--- src/verilog/rtc_pkg.sv ---
// constants, field layout and shared types of the real-time clock core
// Notes on behaviour
// - all timekeeping comes from a 32.768 kHz timebase on the oscillator input pin
// - the oscillator runs or stops only under the divider field of the rate register
// - on power-up, hold access for recovery time if running, else enable oscillator
// - the ten time, calendar and alarm bytes are held in binary or BCD
// - every count update uses the currently selected data format
// - in 12-hour mode hours bit 7 is the pm indicator, hours run 1 to 12
// - weekday increments at midnight, cycling 1 to 7, 1 being Sunday
// - date rolls over correctly for short months and leap-year February
// - bytes are double-buffered so host access never stalls counting; the core has one copy, read and written directly
// - once a second advance the seven time bytes, then compare with alarm
// - exact alarm bytes raise the alarm event daily on match when enabled
// - an alarm byte with both top bits set matches any time value
// - don't-care codes give hourly, per-minute or per-second alarms
// - a 128-byte map is read and written directly, bar read-only parts
// - writes to flags, valid-RAM, rate bit 7 and seconds bit 7 are ignored
// - fixed-zero bits of time bytes other than seconds accept written ones
// - data format select 1 means binary, 0 BCD; nothing internal changes it
// - hour mode control 1 means 24-hour, 0 means 12-hour
// - only divider field 010 keeps time; 11x runs oscillator, holds chain reset
// - while update inhibit is set no once-per-second transfer occurs
package rtc_pkg;

    // clock and timebase
    localparam int unsigned CLK_HZ      = 20_000_000;
    localparam int unsigned OSC_HZ      = 32_768;
    localparam int unsigned REC_TIME_MS = 200;
    localparam int unsigned REC_CYCLES  = REC_TIME_MS * (CLK_HZ / 1000);

    // address map
    localparam logic [6:0] ADDR_SEC   = 7'h00;
    localparam logic [6:0] ADDR_HOUR  = 7'h04;
    localparam logic [6:0] ADDR_YEAR  = 7'h09;
    localparam logic [6:0] ADDR_RATE  = 7'h0a;
    localparam logic [6:0] ADDR_MODE  = 7'h0b;
    localparam logic [6:0] ADDR_FLAGS = 7'h0c;
    localparam logic [6:0] ADDR_VALID = 7'h0d;
    localparam logic [6:0] ADDR_RAM   = 7'h0e;
    localparam int unsigned TIME_BYTES = 10;
    localparam int unsigned RAM_BYTES  = 114;

    // byte indices inside the time block
    localparam int unsigned I_SEC   = 0;
    localparam int unsigned I_SEC_A = 1;
    localparam int unsigned I_MIN   = 2;
    localparam int unsigned I_MIN_A = 3;
    localparam int unsigned I_HR    = 4;
    localparam int unsigned I_HR_A  = 5;
    localparam int unsigned I_WDAY  = 6;
    localparam int unsigned I_DATE  = 7;
    localparam int unsigned I_MON   = 8;
    localparam int unsigned I_YEAR  = 9;

    // rate/divider control fields
    localparam int unsigned A_PENDING = 7;
    localparam logic [2:0]  DV_RUN    = 3'h2;
    localparam logic [1:0]  DV_HOLD   = 2'h3;
    localparam logic [7:0]  RATE_RESET = 8'h00;

    // mode/enable control fields
    localparam int unsigned B_SET  = 7;
    localparam int unsigned B_AIE  = 5;
    localparam int unsigned B_UIE  = 4;
    localparam int unsigned B_DM   = 2;
    localparam int unsigned B_24H  = 1;
    localparam logic [7:0]  MODE_RESET = 8'h00;

    // event flag and valid-RAM layout
    localparam int unsigned C_IRQF = 7;
    localparam int unsigned C_AF   = 5;
    localparam int unsigned C_UF   = 4;
    localparam logic [7:0]  VALID_VALUE = 8'h80;

    // masks and calendar limits, binary
    localparam logic [7:0] SEC_WR_MASK = 8'h7f;
    localparam logic [7:0] DC_MASK     = 8'hc0;
    localparam logic [7:0] LOW7_MASK   = 8'h7f;
    localparam logic [7:0] SEC_MAX     = 8'h3b;
    localparam logic [7:0] HOUR_MAX    = 8'h17;
    localparam logic [7:0] HALF_DAY    = 8'h0c;
    localparam logic [7:0] WDAY_MAX    = 8'h07;
    localparam logic [7:0] MON_MAX     = 8'h0c;
    localparam logic [7:0] YEAR_MAX    = 8'h63;
    localparam logic [7:0] MON_FEB     = 8'h02;
    localparam logic [7:0] MON_APR     = 8'h04;
    localparam logic [7:0] MON_JUN     = 8'h06;
    localparam logic [7:0] MON_SEP     = 8'h09;
    localparam logic [7:0] MON_NOV     = 8'h0b;
    localparam logic [7:0] DAYS_31     = 8'h1f;
    localparam logic [7:0] DAYS_30     = 8'h1e;
    localparam logic [7:0] DAYS_29     = 8'h1d;
    localparam logic [7:0] DAYS_28     = 8'h1c;
    localparam logic [7:0] BCD_TEN     = 8'h0a;
    localparam logic [7:0] ONE         = 8'h01;

    // countdown chain, one second per full turn
    localparam logic [14:0] DIV_HALF = 15'h4000;
    localparam logic [14:0] DIV_LAST = 15'h7fff;
    localparam logic [14:0] DIV_LEAD = 15'h7ff8;

    // power/access sequence, gray along off -> recover -> ready
    typedef enum logic [1:0] {
        PWR_OFF     = 2'h0,
        PWR_RECOVER = 2'h1,
        PWR_READY   = 2'h3
    } pwr_state_t;

    // one host bus request
    typedef struct packed {
        logic       rd;
        logic       wr;
        logic [6:0] addr;
        logic [7:0] wdata;
    } host_req_t;

endpackage
--- src/verilog/rtc_core.sv ---
// real-time clock core: timebase, calendar, alarm, byte map and power gate
`timescale 1ns/100ps
`default_nettype none
module rtc_core #(
    parameter int unsigned REC_CYCLES = rtc_pkg::REC_CYCLES
) (
    // clock and reset
    input  wire logic               clock,
    input  wire logic               rst,
    // pins from outside the clock domain
    input  wire logic               osc_input_pin,
    input  wire logic               power_good,
    // host byte bus
    input  wire rtc_pkg::host_req_t host_req,
    output logic [7:0]              host_rdata,
    output logic                    host_ready,
    // status
    output logic                    alarm_event,
    output logic                    update_pending_flag
);

    typedef struct packed {
        logic                    osc_s1;
        logic                    osc_s2;
        logic                    osc_prev;
        logic                    pwr_s1;
        logic                    pwr_s2;
        logic                    pwr_prev;
        rtc_pkg::pwr_state_t     pstate;
        logic [31:0]             rec_cnt;
        logic [14:0]             div;
        logic [9:0][7:0]         tcal;
        logic [7:0]              rate;
        logic [7:0]              mode;
        logic                    af;
        logic                    uf;
        logic [113:0][7:0]       ram;
        logic [7:0]              rdata;
        logic                    ready;
        logic                    alarm_event;
        logic                    pending;
    } state_t;

    state_t s;
    state_t next_s;

    // bcd or binary byte to binary
    function automatic logic [7:0] dec(input logic [7:0] v, input logic dm);
        dec = dm ? v : ({4'h0, v[7:4]} * rtc_pkg::BCD_TEN) + {4'h0, v[3:0]};
    endfunction

    // binary to bcd or binary byte
    function automatic logic [7:0] enc(input logic [7:0] v, input logic dm);
        logic [7:0] t;
        logic [7:0] o;
        t = v / rtc_pkg::BCD_TEN;
        o = v - t * rtc_pkg::BCD_TEN;
        enc = dm ? v : {t[3:0], o[3:0]};
    endfunction

    // days in a month, binary month and year
    function automatic logic [7:0] days_in(input logic [7:0] mo, input logic [7:0] yr);
        case (mo)
            rtc_pkg::MON_FEB: days_in = (yr[1:0] == 2'h0) ? rtc_pkg::DAYS_29
                                                          : rtc_pkg::DAYS_28;
            rtc_pkg::MON_APR, rtc_pkg::MON_JUN,
            rtc_pkg::MON_SEP, rtc_pkg::MON_NOV: days_in = rtc_pkg::DAYS_30;
            default: days_in = rtc_pkg::DAYS_31;
        endcase
    endfunction

    // alarm byte against time byte, top two bits set match anything
    function automatic logic amatch(input logic [7:0] al, input logic [7:0] tm);
        amatch = ((al & rtc_pkg::DC_MASK) == rtc_pkg::DC_MASK) || (al == tm);
    endfunction

    logic       dm;
    logic       h24;
    logic       osc_edge;
    logic       pwr_rise;
    logic       sec_tick;
    logic       do_update;
    logic       osc_on;
    logic       hit;
    logic [6:0] ram_idx;
    logic [7:0] sec;
    logic [7:0] mins;
    logic [7:0] hr;
    logic [7:0] wd;
    logic [7:0] dt;
    logic [7:0] mo;
    logic [7:0] yr;
    logic [7:0] hv;
    logic [7:0] h_out;

    // whole next state in one place
    always_comb begin
        next_s = s;
        dm = s.mode[rtc_pkg::B_DM];
        h24 = s.mode[rtc_pkg::B_24H];
        sec = 8'h00;
        mins = 8'h00;
        hr = 8'h00;
        wd = 8'h00;
        dt = 8'h00;
        mo = 8'h00;
        yr = 8'h00;
        hv = 8'h00;
        h_out = 8'h00;
        hit = 1'b0;
        sec_tick = 1'b0;
        ram_idx = s_addr_ram(host_req.addr);
        next_s.alarm_event = 1'b0;

        // pin synchronisers; only the second stage and its delayed copy are looked at
        next_s.osc_s1 = osc_input_pin;
        next_s.osc_s2 = s.osc_s1;
        next_s.osc_prev = s.osc_s2;
        next_s.pwr_s1 = power_good;
        next_s.pwr_s2 = s.pwr_s1;
        next_s.pwr_prev = s.pwr_s2;
        osc_edge = s.osc_s2 & ~s.osc_prev;
        pwr_rise = s.pwr_s2 & ~s.pwr_prev;
        osc_on = (s.rate[6:4] == rtc_pkg::DV_RUN) || (s.rate[6:5] == rtc_pkg::DV_HOLD);

        // countdown chain: 32768 timebase edges per second
        if (s.rate[6:5] == rtc_pkg::DV_HOLD) begin
            next_s.div = rtc_pkg::DIV_HALF;  // first update half a second after release
        end else if (s.rate[6:4] == rtc_pkg::DV_RUN && osc_edge) begin
            next_s.div = s.div + 15'h0001;
            sec_tick = (s.div == rtc_pkg::DIV_LAST);
        end
        do_update = sec_tick && !s.mode[rtc_pkg::B_SET];
        next_s.pending = (s.rate[6:4] == rtc_pkg::DV_RUN) && !s.mode[rtc_pkg::B_SET]
                         && (next_s.div >= rtc_pkg::DIV_LEAD);

        // read side, clearing flags before any new event sets them
        if (host_req.rd && s.ready) begin
            if (host_req.addr < rtc_pkg::ADDR_RATE) begin
                next_s.rdata = s.tcal[host_req.addr[3:0]];
            end else if (host_req.addr == rtc_pkg::ADDR_RATE) begin
                next_s.rdata = {s.pending, s.rate[6:0]};
            end else if (host_req.addr == rtc_pkg::ADDR_MODE) begin
                next_s.rdata = s.mode;
            end else if (host_req.addr == rtc_pkg::ADDR_FLAGS) begin
                next_s.rdata = 8'h00;
                next_s.rdata[rtc_pkg::C_IRQF] = (s.af & s.mode[rtc_pkg::B_AIE])
                                                | (s.uf & s.mode[rtc_pkg::B_UIE]);
                next_s.rdata[rtc_pkg::C_AF] = s.af;
                next_s.rdata[rtc_pkg::C_UF] = s.uf;
                next_s.af = 1'b0;
                next_s.uf = 1'b0;
            end else if (host_req.addr == rtc_pkg::ADDR_VALID) begin
                next_s.rdata = rtc_pkg::VALID_VALUE;
            end else begin
                next_s.rdata = s.ram[ram_idx];
            end
        end

        // once-per-second advance in the selected format
        if (do_update) begin
            sec = dec(s.tcal[rtc_pkg::I_SEC], dm);
            mins = dec(s.tcal[rtc_pkg::I_MIN], dm);
            wd = dec(s.tcal[rtc_pkg::I_WDAY], dm);
            dt = dec(s.tcal[rtc_pkg::I_DATE], dm);
            mo = dec(s.tcal[rtc_pkg::I_MON], dm);
            yr = dec(s.tcal[rtc_pkg::I_YEAR], dm);
            hv = dec(s.tcal[rtc_pkg::I_HR] & rtc_pkg::LOW7_MASK, dm);
            if (h24) begin
                hr = dec(s.tcal[rtc_pkg::I_HR], dm);
            end else begin  // 12 am is hour zero
                hr = ((hv == rtc_pkg::HALF_DAY) ? 8'h00 : hv)
                     + (s.tcal[rtc_pkg::I_HR][7] ? rtc_pkg::HALF_DAY : 8'h00);
            end
            if (sec >= rtc_pkg::SEC_MAX) begin
                sec = 8'h00;
                if (mins >= rtc_pkg::SEC_MAX) begin
                    mins = 8'h00;
                    if (hr >= rtc_pkg::HOUR_MAX) begin
                        hr = 8'h00;
                        wd = (wd >= rtc_pkg::WDAY_MAX) ? rtc_pkg::ONE : wd + rtc_pkg::ONE;
                        if (dt >= days_in(mo, yr)) begin
                            dt = rtc_pkg::ONE;
                            if (mo >= rtc_pkg::MON_MAX) begin
                                mo = rtc_pkg::ONE;
                                yr = (yr >= rtc_pkg::YEAR_MAX) ? 8'h00 : yr + rtc_pkg::ONE;
                            end else begin
                                mo = mo + rtc_pkg::ONE;
                            end
                        end else begin
                            dt = dt + rtc_pkg::ONE;
                        end
                    end else begin
                        hr = hr + rtc_pkg::ONE;
                    end
                end else begin
                    mins = mins + rtc_pkg::ONE;
                end
            end else begin
                sec = sec + rtc_pkg::ONE;
            end
            if (h24) begin
                h_out = enc(hr, dm);
            end else begin  // back to 1..12 with pm in bit 7
                hv = (hr >= rtc_pkg::HALF_DAY) ? hr - rtc_pkg::HALF_DAY : hr;
                hv = (hv == 8'h00) ? rtc_pkg::HALF_DAY : hv;
                h_out = enc(hv, dm);
                h_out[7] = (hr >= rtc_pkg::HALF_DAY);
            end
            next_s.tcal[rtc_pkg::I_SEC] = enc(sec, dm);
            next_s.tcal[rtc_pkg::I_MIN] = enc(mins, dm);
            next_s.tcal[rtc_pkg::I_HR] = h_out;
            next_s.tcal[rtc_pkg::I_WDAY] = enc(wd, dm);
            next_s.tcal[rtc_pkg::I_DATE] = enc(dt, dm);
            next_s.tcal[rtc_pkg::I_MON] = enc(mo, dm);
            next_s.tcal[rtc_pkg::I_YEAR] = enc(yr, dm);
            next_s.uf = 1'b1;
            // alarm check runs on the freshly advanced time
            hit = amatch(s.tcal[rtc_pkg::I_SEC_A], next_s.tcal[rtc_pkg::I_SEC])
                  && amatch(s.tcal[rtc_pkg::I_MIN_A], next_s.tcal[rtc_pkg::I_MIN])
                  && amatch(s.tcal[rtc_pkg::I_HR_A], next_s.tcal[rtc_pkg::I_HR]);
            if (hit) begin
                next_s.af = 1'b1;
                next_s.alarm_event = s.mode[rtc_pkg::B_AIE];
            end
        end

        // host writes land last, so a load in the update cycle is kept
        if (host_req.wr && s.ready) begin
            if (host_req.addr == rtc_pkg::ADDR_SEC) begin
                next_s.tcal[rtc_pkg::I_SEC] = host_req.wdata & rtc_pkg::SEC_WR_MASK;
            end else if (host_req.addr <= rtc_pkg::ADDR_YEAR) begin
                next_s.tcal[host_req.addr[3:0]] = host_req.wdata;
            end else if (host_req.addr == rtc_pkg::ADDR_RATE) begin
                next_s.rate = {1'b0, host_req.wdata[6:0]};  // bit 7 is status
            end else if (host_req.addr == rtc_pkg::ADDR_MODE) begin
                next_s.mode = host_req.wdata;
            end else if (host_req.addr >= rtc_pkg::ADDR_RAM) begin
                next_s.ram[ram_idx] = host_req.wdata;
            end
        end

        // power-up access gate
        case (s.pstate)
            rtc_pkg::PWR_OFF: begin
                if (pwr_rise) begin
                    if (s.rate[6:4] == rtc_pkg::DV_RUN) begin  // wait out recovery
                        next_s.pstate = rtc_pkg::PWR_RECOVER;
                        next_s.rec_cnt = 32'h0000_0000;
                    end else begin
                        if (!osc_on) begin
                            next_s.rate[6:4] = rtc_pkg::DV_RUN;
                        end
                        next_s.pstate = rtc_pkg::PWR_READY;
                    end
                end
            end
            rtc_pkg::PWR_RECOVER: begin
                if (!s.pwr_s2) begin
                    next_s.pstate = rtc_pkg::PWR_OFF;
                end else if (s.rec_cnt >= REC_CYCLES - 1) begin
                    next_s.pstate = rtc_pkg::PWR_READY;
                end else begin
                    next_s.rec_cnt = s.rec_cnt + 32'h0000_0001;
                end
            end
            rtc_pkg::PWR_READY: begin
                if (!s.pwr_s2) begin
                    next_s.pstate = rtc_pkg::PWR_OFF;
                end
            end
            default: next_s.pstate = rtc_pkg::PWR_OFF;
        endcase
        next_s.ready = (next_s.pstate == rtc_pkg::PWR_READY);
    end

    // ram offset from a bus address
    function automatic logic [6:0] s_addr_ram(input logic [6:0] a);
        s_addr_ram = a - rtc_pkg::ADDR_RAM;
    endfunction

    // reset models first power-up: defined values instead of unknown contents
    always_ff @(posedge clock or posedge rst) begin
        if (rst) begin
            s <= '0;
            s.rate <= rtc_pkg::RATE_RESET;
            s.mode <= rtc_pkg::MODE_RESET;
            s.pstate <= rtc_pkg::PWR_OFF;
        end else begin
            s <= next_s;
        end
    end

    assign host_rdata = s.rdata;
    assign host_ready = s.ready;
    assign alarm_event = s.alarm_event;
    assign update_pending_flag = s.pending;
endmodule
`default_nettype wire

--- config.mk ---
export PLATFORM = sky130hd
export DESIGN_NAME = rtc_core
export DESIGN_NICKNAME = d
export VERILOG_FILES = /design/src/verilog/rtc_pkg.sv /design/src/verilog/rtc_core.sv
export SDC_FILE = /design/constraint.sdc
export NUM_CORES = 2
export LEC_CHECK = 0
export BUFFER_PORTS_ARGS = -buffer_cell sky130_fd_sc_hd__buf_2
export CORE_MARGIN = 4
export CORE_UTILIZATION = 66
export DETAILED_ROUTE_END_ITERATION = 16
export HOLD_SLACK_MARGIN = 0.02
export PLACE_DENSITY_LB_ADDON = 0.2
export SETUP_SLACK_MARGIN = 0.15
export SYNTH_ARGS = -nofsm -noshare
export SYNTH_HDL_FRONTEND = slang
export SYNTH_SLANG_ARGS = --single-unit
--- constraint.sdc ---
create_clock -name clock -period 81.4 [get_ports clock]
set_input_delay 8.14 -clock clock [delete_from_list [all_inputs] [get_ports clock]]
set_output_delay 8.14 -clock clock [all_outputs]
set_load 0.03 [all_outputs]
==> flow_summary.ini <==
[run_status]
status = finished, final reports clean

[yosys]
avgSynthCellArea_um2 = 12.4
seq_area_frac_synth_pct = 46.1
synthesis.area_mm2 = 0.0584
synth_cells = 4712
ys_seq_elements = 1075
synth_cell_type_count = 107
synthFlopType = dfrtp_1
synth_warnings = 0
synth_edf_count = 0
synth-async-reset-ratio_pct = 100
synth_nets = 4858

[clock_tree]
clkLatencyLatePin_ns = 0.70
cts.sinks = 1075
cts_resized = 0
cts_setup_buffers = 0
cts.path.max_buffers = 3
clk_pin_slew_ns = 0.06
cts_root_buf = clkbuf_16
cts-buffers-inserted = 108
cts_max_level = 3
cts_tree = built
hold_buffers = 0

[critical_path]
path_cells = buf_8 > buf_4 > inv_1 > ha_1 > a22oi_1 > a21oi_1 > nor2_1 > nand2_1 > a2111oi_0 > nand2_1 > nor2_1 > mux2_2
start_kind = primary input
path_class = primary input to register
critPathMaxFanout = 112
worstPathRequired_ns = 81.96
cp-end-kind = register
slowest_delay_ns = 1.06
crit_arrival_ns = 13.89
slowest_stage = nor2_1

[cells_and_area]
fin_nets = 4755
stdcell_area_mm2 = 0.0631
syn2layout_area_growth_pct = 8.08
final_cell_mix = 1074 x dfrtp_1, 914 x mux2_2, 380 x nand2_1
fin_cells = 5859
layout_commonest_cell = dfrtp_1
drive_gt1_share_pct = 33.1

[placement]
io_buffers = 31
routabilityCongestion = 0.898
placed_area_mm2 = 0.0594
place_hpwl_um = 96400
placed_cells = 5654

[timing]
finalClockSkew_ns = 0.0291
clock.fmax_ghz = 0.0750
finalHoldViolCount = 0
tightest_slew_ns = 1.27
min_period_ns = 13.33
slew_headroom_pct = 15.1
finalSetupViolations = 0
fin_crit_sh_pct = 16.4
report.final.slew_viol_count = 0
setup_tns_ns = 0
rsz0062_at_grt = false

[global_route]
grt_pass1_wl_um = 238000
gr-usage-all-layers_pct = 32.4
grt-ovfl-total = 0
grt_start_max_net_pins = 183
antenna_found_initial = 6
grt_pass1_vias = 40893

[route]
wl_um = 151000
route.antenna.remaining_nets = 0
drc_errors = 0
num_vias = 40234
drtIter0Drc = 4017
vias_per_cell = 6.87
wl_per_cell_um = 25.8
drtPass1Iterations = 6

[pwr]
power.total_w = 0.00125
p_leak_nw = 29.1
cellPowerDensity_mw_per_mm2 = 19.8
peakVddDrop_mv = 0.0218

[floorplan]
coreArea_mm2 = 0.0873
die_area_mm2 = 0.0933
fp.dieW_um = 305
start_util_pct = 66.9
num_io_pins = 32
die-height_um = 305
rows = 108

[run]
maxCapViolCount = 0

[min_path]
hold_path.class = register to register
-- cell families after synthesis --
group,after synthesis,share of synthesized area (%)
compound gates,701,8.11
fa+ha+maj,130,3.06
buf+inv,365,2.47
simple gates,1036,8.08
flops,1075,46.1
mux,1274,30.2
xor+xnor,131,1.98
-- registers in the layout (all words and copies together) (netlist names) --
signal and flops:
s 1058, host_rdata 8, next_s 4, alarm_event 1, dm 1, h24 1
host_ready 1, update_pending_flag 1
-- final timing paths --
kind,startpoint,to,slack [ns],depth (start not counted)
worst max-delay path,host_req[9],s[17]$_DFFE_PP0P_,68.07,12
worst min-delay path,next_s[1071]$_DFF_PP0_,next_s[1070]$_DFF_PP0_,0.38,0
worst max register to register,dm$_DFFE_PP0P_,alarm_event$_DFF_PP0_,69.16,39
worst min register to register,next_s[1071]$_DFF_PP0_,next_s[1070]$_DFF_PP0_,0.38,0
max in group asynchronous,rst,s[881]$_DFFE_PP0P_,69.64,6
min in group asynchronous,rst,s[556]$_DFFE_PP0P_,7.66,2
-- synthesized netlist by cell type, types with 26 or more instances --
cell      number  area [um^2]
o211ai_1      26          195
nand3_1       69          345
a21o_1        30          225
a211oi_1      37          278
and2_1        29          181
ha_1         102         1280
a31oi_1       34          213
xor2_1        57          499
nand4_1       29          181
nand2_1      380         1430
mux2i_1       59          591
o21ai_0      168          841
nor2_1       314         1180
clkbuf_1     245          920
xnor2_1       73          639
mux4_2       300         6760
inv_1         57          214
a21oi_1      183          916
buf_1         36          135
nor3_1        40          200
mux2_2       914        10300
dfrtp_1     1075        26900
-- power by group --
group	switching [W]	internal, W
Sequential	0.00000809	0.000545
Clock	0.000214	0.000309
Combinational	0.000112	0.0000628
-- final cells by class --
cell class,instances,area [um^2]
Antenna cell,6,15.0
Clock buffer,148,3040
Clock inverter,51,698
Fill cell,5694,24200
Inverter,61,236
Multi-Input combinational cell,3272,30100
Sequential cell,1075,26900
Tap cell,1155,1450
Timing Repair Buffer,91,671
-- through the flow --
stage               utilization (%)  setup WS (ns)  hold slack, ns
floorplan                         -          43.00           0.331
global placement               68.0          67.59           0.333
detailed placement             68.0          67.45           0.365
CTS                            72.3          68.17           0.381
global route                   72.3          67.73           0.382
finish                         72.3          68.07           0.377
-- worst max-delay path, delay by kind of cell --
| kind | cells | cell delay, ns |
|---|---|---|
| multiplexers | 1 | 0.42 |
| AND/OR/NAND/NOR | 4 | 2.23 |
| AO/OA/AOI/OAI | 3 | 1.10 |
| buffers and inverters | 3 | 1.63 |
| adder cells (fa/ha/maj) | 1 | 0.32 |
-- layer usage --
metal  track usage (%)  share of wire [%]  routed length [um]
met3              5.40                7.3               11000
met1              44.7                 40               61200
met2              52.5                 48               72900
met4              12.2                3.9                5970
met5                 0              0.022                  33
No activity file was read; power rests on OpenSTA's default activity.
